File: config.mk
export PLATFORM = sky130hd
export DESIGN_NAME = accumulator_add_decode
export DESIGN_NICKNAME = d
export VERILOG_FILES = /design/src/rtl/add_group_pkg.sv /design/src/rtl/accumulator_add_decode.sv
export VERILOG_INCLUDE_DIRS = /design/src /design/src/rtl
export SDC_FILE = /design/constraint.sdc
export NUM_CORES = 1
export LEC_CHECK = 0
export BUFFER_PORTS_ARGS = -buffer_cell sky130_fd_sc_hd__buf_2
export CAP_MARGIN = 0
export CORE_MARGIN = 1.5
export CORE_UTILIZATION = 40
export CTS_BUF_LIST = sky130_fd_sc_hd__clkbuf_4 sky130_fd_sc_hd__clkbuf_8 sky130_fd_sc_hd__clkbuf_16
export DETAILED_ROUTE_END_ITERATION = 8
export SYNTH_ARGS = -nofsm -noshare
export SYNTH_HDL_FRONTEND = slang
export SYNTH_SLANG_ARGS = --single-unit
File: constraint.sdc
create_clock -name sys_clk -period 4.9 [get_ports sys_clk]
set_input_delay 0.245 -clock sys_clk [delete_from_list [all_inputs] [get_ports sys_clk]]
set_output_delay 0.245 -clock sys_clk [all_outputs]
set_load 0.1 [all_outputs]
File: src/rtl/add_group_defs.svh
`ifndef ADD_GROUP_DEFS_SVH
`define ADD_GROUP_DEFS_SVH

// opcode bytes and patterns
`define OPC_ADD_IMM 8'h03
`define OPC_ADD_WITH_CARRY_OP_IMM 8'h13
`define OPC_ADD_REG 5'h0D
`define OPC_ADD_WITH_CARRY_OP_REG 5'h0F
`define OPC_ADD_IND 7'h30
`define OPC_ADD_WITH_CARRY_OP_IND 7'h38

// field positions
`define REG_FIELD_MSB 2
`define IND_SEL_BIT 0
`define PAGE_FIELD_MSB 7
`define PAGE_FIELD_LSB 5
`define HALF_BIT 4
`define CARRY_BIT 8

// port codes: 1, 2, expanders 4 to 7
`define PORT_ONE 3'h1
`define PORT_TWO 3'h2
`define PORT_EXP_LO 3'h4

// reset values
`define ACC_RESET 8'h00
`define FLAG_RESET 1'b0

// machine cycle divider default, in sys_clk cycles
`define MC_DIV_DEFAULT 4

`endif

File: src/rtl/add_group_pkg.sv
`default_nettype none

package add_group_pkg;

    typedef enum logic [0:0] {
        ST_FETCH = 1'b0,
        ST_IMM = 1'b1
    } exec_state_t;

    typedef struct packed {
        logic [7:0] sum;
        logic carry;
        logic half_carry;
    } alu_result_t;

    typedef logic [7:0] addr8_t;
    typedef logic [10:0] addr11_t;

    typedef struct packed {
        logic [7:0] opcode;
        logic [2:0] port_sel;
        logic port_ok;
        logic [2:0] page;
    } other_op_t;

endpackage : add_group_pkg

`default_nettype wire

File: src/rtl/accumulator_add_decode.sv
`include "add_group_defs.svh"
`default_nettype none

module accumulator_add_decode
    import add_group_pkg::*;
#(
    parameter int MC_DIV = `MC_DIV_DEFAULT,
    parameter int DMEM_DEPTH = 64,
    parameter int DMEM_AW = 6
)
(
    input wire logic sys_clk,
    input wire logic reset,
    input wire logic prog_valid,
    input wire logic [7:0] prog_byte,
    output logic prog_ready,
    input wire logic mem_wr_en,
    input wire logic [DMEM_AW-1:0] mem_wr_addr,
    input wire logic [7:0] mem_wr_data,
    output logic [7:0] acc,
    output logic carry_flag,
    output logic half_carry_flag,
    output logic instr_done,
    output logic other_valid,
    output other_op_t other_op
);

    ////////////////////////////////////////////////////////////////////////////////
    // helpers

    function automatic alu_result_t add8(input logic [7:0] a, input logic [7:0] b,
                                         input logic cin);
        logic [8:0] full;
        logic [4:0] low;
        alu_result_t r;
        full = {1'b0, a} + {1'b0, b} + {8'h00, cin};
        low = {1'b0, a[3:0]} + {1'b0, b[3:0]} + {4'h0, cin};
        r.sum = full[7:0];
        r.carry = full[`CARRY_BIT];
        r.half_carry = low[`HALF_BIT];
        return r;
    endfunction : add8

    function automatic logic port_code_ok(input logic [2:0] p);
        return (p == `PORT_ONE) || (p == `PORT_TWO) || (p >= `PORT_EXP_LO);
    endfunction : port_code_ok

    ////////////////////////////////////////////////////////////////////////////////
    // machine cycle enable

    localparam int DIV_W = $clog2(MC_DIV + 1);
    localparam logic [DIV_W-1:0] DIV_LAST = DIV_W'(MC_DIV - 1);

    logic [DIV_W-1:0] div_reg;
    logic mc_tick;

    assign mc_tick = (div_reg == DIV_LAST);

    always_ff @(posedge sys_clk or posedge reset)
    begin
        if (reset)
            div_reg <= '0;
        else if (mc_tick)
            div_reg <= '0;
        else
            div_reg <= div_reg + DIV_W'(1);
    end

    // one program byte per machine cycle, so byte count equals cycle count
    assign prog_ready = mc_tick;

    logic take;
    assign take = mc_tick && prog_valid;

    ////////////////////////////////////////////////////////////////////////////////
    // internal data memory, working registers at 0-7

    logic [7:0] dmem [DMEM_DEPTH];

    always_ff @(posedge sys_clk)
    begin
        if (mem_wr_en)
            dmem[mem_wr_addr] <= mem_wr_data;
    end

    logic [7:0] reg_val;
    logic [DMEM_AW-1:0] ind_addr;
    logic [7:0] ind_val;

    assign reg_val = dmem[DMEM_AW'(prog_byte[`REG_FIELD_MSB:0])];
    // only bits 0-5 of the pointer register reach the memory
    assign ind_addr = dmem[DMEM_AW'(prog_byte[`IND_SEL_BIT])][DMEM_AW-1:0];
    assign ind_val = dmem[ind_addr];

    ////////////////////////////////////////////////////////////////////////////////
    // decode

    exec_state_t state_reg;
    logic imm_carry_reg;

    logic is_imm;
    logic is_reg;
    logic is_ind;
    logic use_carry;

    always_comb
    begin
        is_imm = (prog_byte == `OPC_ADD_IMM) || (prog_byte == `OPC_ADD_WITH_CARRY_OP_IMM);
        is_reg = (prog_byte[7:3] == `OPC_ADD_REG) || (prog_byte[7:3] == `OPC_ADD_WITH_CARRY_OP_REG);
        is_ind = (prog_byte[7:1] == `OPC_ADD_IND) || (prog_byte[7:1] == `OPC_ADD_WITH_CARRY_OP_IND);
        use_carry = (prog_byte == `OPC_ADD_WITH_CARRY_OP_IMM) || (prog_byte[7:3] == `OPC_ADD_WITH_CARRY_OP_REG) ||
                    (prog_byte[7:1] == `OPC_ADD_WITH_CARRY_OP_IND);
    end

    logic exec_en;
    logic [7:0] exec_b;
    logic exec_cin;
    alu_result_t res;

    always_comb
    begin
        exec_en = 1'b0;
        exec_b = 8'h00;
        exec_cin = 1'b0;
        case (state_reg)
            ST_FETCH:
            begin
                exec_en = take && (is_reg || is_ind);
                exec_b = is_ind ? ind_val : reg_val;
                exec_cin = use_carry && carry_flag;
            end
            ST_IMM:
            begin
                exec_en = take;
                exec_b = prog_byte;
                exec_cin = imm_carry_reg && carry_flag;
            end
            default:
            begin
                exec_en = 1'b0;
            end
        endcase
        res = add8(acc, exec_b, exec_cin);
    end

    ////////////////////////////////////////////////////////////////////////////////
    // sequencing

    always_ff @(posedge sys_clk or posedge reset)
    begin
        if (reset)
        begin
            state_reg <= ST_FETCH;
            imm_carry_reg <= `FLAG_RESET;
        end
        else if (take)
        begin
            case (state_reg)
                ST_FETCH:
                begin
                    if (is_imm)
                    begin
                        state_reg <= ST_IMM;
                        imm_carry_reg <= use_carry;
                    end
                end
                ST_IMM:
                    state_reg <= ST_FETCH;
                default:
                    state_reg <= ST_FETCH;
            endcase
        end
    end

    ////////////////////////////////////////////////////////////////////////////////
    // accumulator and flags

    always_ff @(posedge sys_clk or posedge reset)
    begin
        if (reset)
        begin
            acc <= `ACC_RESET;
            carry_flag <= `FLAG_RESET;
            half_carry_flag <= `FLAG_RESET;
        end
        else if (exec_en)
        begin
            acc <= res.sum;
            carry_flag <= res.carry;
            half_carry_flag <= res.half_carry;
        end
    end

    always_ff @(posedge sys_clk or posedge reset)
    begin
        if (reset)
            instr_done <= 1'b0;
        else
            instr_done <= exec_en;
    end

    ////////////////////////////////////////////////////////////////////////////////
    // opcodes outside the add group are handed on with their operand fields

    always_ff @(posedge sys_clk or posedge reset)
    begin
        if (reset)
        begin
            other_valid <= 1'b0;
            other_op <= '0;
        end
        else
        begin
            other_valid <= take && (state_reg == ST_FETCH) && !is_imm && !is_reg && !is_ind;
            if (take && (state_reg == ST_FETCH))
            begin
                other_op.opcode <= prog_byte;
                other_op.port_sel <= prog_byte[`REG_FIELD_MSB:0];
                other_op.port_ok <= port_code_ok(prog_byte[`REG_FIELD_MSB:0]);
                // a10..a8 of an 11-bit address ride in the opcode's top bits
                other_op.page <= prog_byte[`PAGE_FIELD_MSB:`PAGE_FIELD_LSB];
            end
        end
    end

    ////////////////////////////////////////////////////////////////////////////////
    // checks

    a_imm_enters_operand: assert property (@(posedge sys_clk) disable iff (reset)
        (take && state_reg == ST_FETCH && prog_byte == `OPC_ADD_IMM)
        |=> (state_reg == ST_IMM && !imm_carry_reg && !instr_done))
        else $error("add immediate did not wait for its operand");

    a_imm_sum_exact: assert property (@(posedge sys_clk) disable iff (reset)
        (take && state_reg == ST_IMM && !imm_carry_reg)
        |=> (acc == 8'($past(acc) + $past(prog_byte)) && state_reg == ST_FETCH))
        else $error("add immediate gave a wrong sum");

    a_reg_one_cycle: assert property (@(posedge sys_clk) disable iff (reset)
        (take && state_reg == ST_FETCH && prog_byte[7:3] == `OPC_ADD_REG)
        |=> (instr_done && state_reg == ST_FETCH && acc == 8'($past(acc) + $past(reg_val))))
        else $error("register add wrong or slow");

    a_ind_sum_exact: assert property (@(posedge sys_clk) disable iff (reset)
        (take && state_reg == ST_FETCH && prog_byte[7:1] == `OPC_ADD_IND)
        |=> (acc == 8'($past(acc) + $past(ind_val)) && instr_done))
        else $error("indirect add gave a wrong sum");

    a_add_with_carry_op_imm_carry: assert property (@(posedge sys_clk) disable iff (reset)
        (take && state_reg == ST_IMM && imm_carry_reg)
        |=> (acc == 8'($past(acc) + $past(prog_byte) + {7'h00, $past(carry_flag)})))
        else $error("add immediate with carry ignored the carry");

    a_flags_follow_sum: assert property (@(posedge sys_clk) disable iff (reset)
        exec_en |=> (half_carry_flag == (({1'b0, $past(acc[3:0])} +
            {1'b0, $past(exec_b[3:0])} + {4'h0, $past(exec_cin)}) > 5'h0F)))
        else $error("flags not updated by an add");

    a_flags_hold_idle: assert property (@(posedge sys_clk) disable iff (reset)
        !exec_en |=> ($stable(carry_flag) && $stable(half_carry_flag) && $stable(acc)))
        else $error("flags or accumulator moved without an add");

    a_port_code_legal: assert property (@(posedge sys_clk) disable iff (reset)
        other_valid |-> (other_op.port_ok == ((other_op.port_sel == 3'h1) ||
            (other_op.port_sel == 3'h2) || (other_op.port_sel[2] == 1'b1))))
        else $error("port code legality wrong");

    a_add_with_carry_op_reg_carry: assert property (@(posedge sys_clk) disable iff (reset)
        (take && state_reg == ST_FETCH && prog_byte[7:3] == `OPC_ADD_WITH_CARRY_OP_REG)
        |=> (instr_done && acc == 8'($past(acc) + $past(reg_val) + {7'h00, $past(carry_flag)})))
        else $error("register add with carry wrong");

    a_carry_bit7: assert property (@(posedge sys_clk) disable iff (reset)
        exec_en |=> (carry_flag == (({1'b0, $past(acc)} + {1'b0, $past(exec_b)} +
            {8'h00, $past(exec_cin)}) > 9'h0FF)))
        else $error("carry not taken from bit 7");

endmodule : accumulator_add_decode

`default_nettype wire

==> results of run 1 <==
worst min-delay path by stage:
stage / slack (ns) / cells past startpoint / from / to
6_report: 0.07 / 3 / prog_byte[2] / other_op[9]
5_1_grt: 0.08 / 3 / prog_byte[2] / other_op[9]
4_1_cts: 0.03 / 3 / prog_byte[2] / other_op[9]
3_5_place_dp: 0.43 / 1 / div_reg[0] / div_reg[0]
3_3_place_gp: 0.42 / 1 / div_reg[0] / div_reg[0]
2_1_floorplan: 0.29 / 1 / reset / acc[0]
timing repair:
action | 4_1_cts | 5_1_grt
endpoints found under the hold margin | 33 | 0
hold buffers | 7 | 0
setup buffers | 0 | 3
endpoints found under the setup margin | 0 | 1
resized for setup | 0 | 2
layer usage:
layer	vias up	wire length (microns)	part of all wire [%]
met5	-	61	0.10
met4	10	1820	3.0
met3	138	5740	9.5
met2	665	27600	46
met1	7023	25400	42
li1	6134	-	-
worst max-delay path, cell delays in order, from the launching register on:
cell      delay (ns)
edfxtp_1        0.52
mux2_4          0.45
buf_4           0.35
mux4_2          0.56
nor2_1          0.15
a21oi_1         0.14
o221ai_1        0.22
o21ai_0         0.15
and3_1          0.29
ha_1            0.29
a21o_1          0.18
a21o_1          0.19
a21o_1          0.18
a21oi_1         0.20
o21ai_0         0.13
mux2i_1         0.14
o311ai_0        0.15
logic make-up (layout without fill, tap and decap cells):
| family | Yosys count | after routing | synth area share [%] |
|---|---|---|---|
| adders and majority gates | 11 | 11 | 0.666 |
| muxes | 136 | 136 | 9.72 |
| buffers and inverters | 106 | 245 | 2.11 |
| AOI/OAI and AO/OA | 127 | 127 | 3.79 |
| xor gates and xnor gates | 4 | 4 | 0.155 |
| and+or+nand+nor | 644 | 644 | 12.5 |
| DFF | 538 | 538 | 71.1 |
layout make-up:
class,instances,area (sq um)
Clock buffer,63,1400
Clock inverter,33,196
Fill cell,4817,29700
Inverter,9,33.8
Multi-Input combinational cell,922,6110
Sequential cell,538,16000
Tap cell,748,936
Timing Repair Buffer,140,998
power by group:
part           leakage (nW)  switching [mW]  internal (mW)
Sequential             4.94          0.0283           5.09
Clock                 0.807            1.73           2.09
Combinational          3.10           0.571          0.203
Total                  8.84            2.33           7.38
placed cells by master, fill, tap and decap left out, types with 4 or more instances in the layout:
cell / count
and3_1: 7
clkinv_1: 15
nand2_1: 314
buf_12: 5
mux2i_1: 58
nand3_1: 155
o21ai_0: 29
nand2b_1: 6
nand4_1: 20
nor3_1: 17
clkinv_2: 13
buf_4: 75
a211oi_1: 6
a22oi_1: 7
inv_1: 9
mux2_2: 7
clkbuf_16: 53
dfrtp_1: 26
ha_1: 8
a32oi_1: 9
clkbuf_4: 10
o22ai_1: 6
mux4_2: 65
a21o_1: 4
edfxtp_1: 512
o31ai_1: 5
buf_2: 53
a31oi_1: 14
a21oi_1: 19
nor2b_1: 10
dlygate4sd3_1: 7
nor2_1: 95
through the flow:
stage,power (mW),instances
floorplan,5.71,1566
global route,9.99,2453
detailed placement,5.98,2347
global placement,5.97,2347
finish,9.72,2453
CTS,9.77,2450
==> run metrics, run 1 <==
most used routing layer met2; final WL 60,600 microns; Syn Inst Count 1,566; CP max FO 18; Synth-to-Final Area Change 14.0%; initial antenna violation count 5; Top reg by flops dmem; met3 Usage GRT 5.88%; GR Layer Usage met2 32.8%; number of global-route vias before repair 13,700; core area 55,400 sq um; worst setup margin 0.421 ns; Routed Antenna Nets 0; Ports 54; min Tclk post-route 4.48 ns; clock latency at the later pin of the worst-skew pair 0.63 ns; met1 Usage GRT 29.4%; Die Ht 240 microns; pin count of the biggest net entering global routing 65; setup_tns 0 ns; Worst-Margin Slew 1.23 ns; post-synth cell types 63; total CTS buffers 53; Pleak 8.84 nW; GP Congestion 0.869; Util after Layout 46.4%; crit start category flip-flop; deepest level of the CTS H-tree 2; Power Density 378 nW/um^2; Slew headroom 17.3%; ranking of synthesized cells by area edfxtp_1 (68%), mux4_2 (6.5%), nand2_1 (5.2%), nand3_1 (3.4%), dfrtp_1 (2.9%); Hold Fails Final Rpt 0; area share of the largest cell type after synthesis 68.2%; post-synthesis sequential area ratio 71.1%; clock-pin slew on the worst setup and hold paths 0.07 ns; Critical path origin dmem[0][0]; initial DRC count 1,602; VDD IR max 259 uV; max-cap violation count 0; RSZ-0062 raised after global routing no; Max clock buf depth 3; Arr. time, crit path 4.90 ns; Final #Nets 1,700; DP Worst Slack 0.329 ns; ys async rst share 4.83%; CTS tree done; FMAX 223 MHz; clock root buffer clkbuf_16; Synth Net Count 1,602; worst r2r dst acc[7]; status finished, final reports clean; flops & latches, synth 538; IO buf count 53; # diodes 0; Placed Area 24,000 sq um; most frequent cell after synthesis edfxtp_1; reg2reg setup slack 0.42 ns; Tcrit/Tclk final 91.4%; biggest regs dmem (512), other_op (9), acc (8); Tot GR Track Use 21.3%; R2R depth 16; number of detailed-route iterations in the first pass 5; DIE AREA 57,800 sq um; total clock sinks 538; Detailed Place HPWL 39,400 microns; Avg Synthesized Cell Area 14.4 sq um; r2r startpoint dmem[0][0]; routed vias/inst 5.70; die width 240 microns; num rows 86; Mapped Area 22,500 sq um; WP data required 5.33 ns; commonest cells in the netlist edfxtp_1 (512), nand2_1 (314), nand3_1 (155), nor2_1 (95), mux4_2 (65); final setup fails 0; Hold Crit Class in2reg; CP Class reg2reg; crit path to acc[7]; first-pass GRT wire length 89,700 microns; final instance area 25,700 sq um; wire per inst 24.7 microns; crit end category flip-flop; EDFF count, synth 512; Top FF cell, synth edfxtp_1; starting density of the core 40.7%; Clock Skews 0.0373 ns; GR Overflow Total 0; Fin Hold WS 0.0658 ns; fin. max-slew vios 0; total number of vias 14,000; DRC violations left 0; Yosys warnings 0; Largest register FFs 512; share of post-route cells with drive strength above 1 17.6%; Synth area leader edfxtp_1
Note: power is estimated with default switching activity, not from simulation.
==> run 2: changes to the inputs <==
--- a/config.mk
+++ b/config.mk
@@ -12,6 +12,7 @@
 export CORE_UTILIZATION = 40
 export CTS_BUF_LIST = sky130_fd_sc_hd__clkbuf_4 sky130_fd_sc_hd__clkbuf_8 sky130_fd_sc_hd__clkbuf_16
 export DETAILED_ROUTE_END_ITERATION = 8
+export SLEW_MARGIN = 30
 export SYNTH_ARGS = -nofsm -noshare
 export SYNTH_HDL_FRONTEND = slang
 export SYNTH_SLANG_ARGS = --single-unit
==> constraint.sdc (replaced) <==
create_clock -name sys_clk -period 4.5 [get_ports sys_clk]
set_input_delay 0.225 -clock sys_clk [delete_from_list [all_inputs] [get_ports sys_clk]]
set_output_delay 0.225 -clock sys_clk [all_outputs]
set_load 0.1 [all_outputs]
==> run metrics, run 2 (same netlist as run 1, synthesis figures left out) <==
status finished, final reports clean; Hold Fails Final Rpt 0; total clock sinks 538; starting density of the core 40.7%; Hold Crit Class in2reg; filler cell count in the final layout 4,833; deepest level of the CTS H-tree 2; Die Ht 240 microns; Routed Antenna Nets 0; Clock Skews 0.0365 ns; total number of vias 14,200; Util after Layout 47.1%; met3 WL 5950 microns; CP max FO 19; number of detailed-route iterations in the first pass 6; Slew headroom 34.9%; DP Worst Slack 0.0757 ns; Tot GR Track Use 21.5%; clock latency at the later pin of the worst-skew pair 0.63 ns; wire per inst 25.1 microns; WL met1 25,500 microns; CTS tree done; final setup fails 0; Largest register FFs 512; IO buf count 53; max-cap violation count 0; Max Used Layer met5; Arr. time, crit path 4.63 ns; routed vias/inst 5.74; core area 55,400 sq um; min Tclk post-route 4.11 ns; Max clock buf depth 3; num rows 86; most frequent cells in the layout edfxtp_1 (512), nand2_1 (314), nand3_1 (155); Tcrit/Tclk final 91.4%; clock root buffer clkbuf_16; commonest non-fill, non-tap cell in the layout edfxtp_1; CP Class reg2reg; crit end category flip-flop; die width 240 microns; first-pass GRT wire length 90,000 microns; initial DRC count 1,549; biggest regs dmem (512), other_op (9), acc (8); DRC violations left 0; Final #Nets 1,724; pin count of the biggest net entering global routing 65; fin. max-slew vios 0; worst setup margin 0.386 ns; VDD IR max 265 uV; # diodes 0; final WL 62,200 microns; Power Density 418 nW/um^2; WP data required 5.02 ns; share of post-route cells with drive strength above 1 20.0%; FMAX 243 MHz; GR Overflow Total 0; Fin Hold WS 0.0407 ns; total CTS buffers 54; GP Congestion 0.904; clock-pin slew on the worst setup and hold paths 0.06 ns; Pleak 9.04 nW; Worst-Margin Slew 0.973 ns; Ports 54; DIE AREA 57,800 sq um; Synth-to-Final Area Change 15.9%; Detailed Place HPWL 40,000 microns; initial antenna violation count 5; number of global-route vias before repair 13,700; Top reg by flops dmem; final instance area 26,100 sq um; crit start category flip-flop; Pwr Total 10.9 mW; met2 wire len 28,800 microns; Placed Area 24,100 sq um
-- run 2: metal layers --
| layer | vias to the layer above | track usage, % |
|---|---|---|
| met3 | 126 | 5.35 |
| li1 | 6186 | - |
| met4 | 8 | 7.03 |
| met1 | 7194 | 29.4 |
| met2 | 710 | 33.6 |
| met5 | - | 0 |
-- run 2: report_power, final --
part           internal (mW)  leakage, nW  switching, mW
clock network           2.59        0.885           1.89
logic                  0.229         3.22          0.636
registers               5.54         4.94         0.0314
-- run 2: worst paths after layout --
kind | from | endpoint | slack, ns | depth (start not counted)
max reg2reg | dmem[0][1] | carry_flag | 0.39 | 17
min | prog_byte[1] | other_op[8] | 0.04 | 3
min reg2reg | div_reg[0] | div_reg[0] | 0.43 | 1
max in group asynchronous | reset | other_op[9] | 3.94 | 3
max | dmem[0][1] | carry_flag | 0.39 | 17
min in group asynchronous | reset | acc[2] | 0.21 | 3
-- run 2: per-stage QoR --
step                cells  setup TNS (ns)
floorplan            1566               0
global placement     2357               0
detailed placement   2357               0
CTS                  2462               0
global route         2478         -0.0251
finish               2478               0
-- run 2: repair_timing --
action,in CTS,in global routing
resized for setup,0,5
hold endpoints to repair,33,0
setup endpoints to repair,0,2
buffers inserted,0,14
hold buffers,7,0
-- run 2: critical path, cell delays in order, from the launching register on --
cell and delay (ns):
edfxtp_1 0.37, buf_4 0.20, mux2_4 0.35, buf_12 0.18
buf_4 0.15, mux2i_1 0.15, a221oi_1 0.32, a311oi_1 0.08
nor3_1 0.45, o311ai_0 0.25, o21ai_0 0.32, ha_1 0.23
o21ai_0 0.12, a21boi_0 0.25, o21ai_1 0.11, a21boi_0 0.23
o21ai_0 0.11, a2bb2oi_1 0.15
-- run 2: layout make-up --
type | count | area, sq um | area share, %
sequential | 538 | 16000 | 61.3
inverter | 9 | 33.8 | 0.129
clock inverter | 21 | 196 | 0.752
clock buffer | 77 | 1600 | 6.12
multi-input combinational | 924 | 6180 | 23.6
tap | 748 | 936 | 3.58
timing repair buffer | 161 | 1160 | 4.44
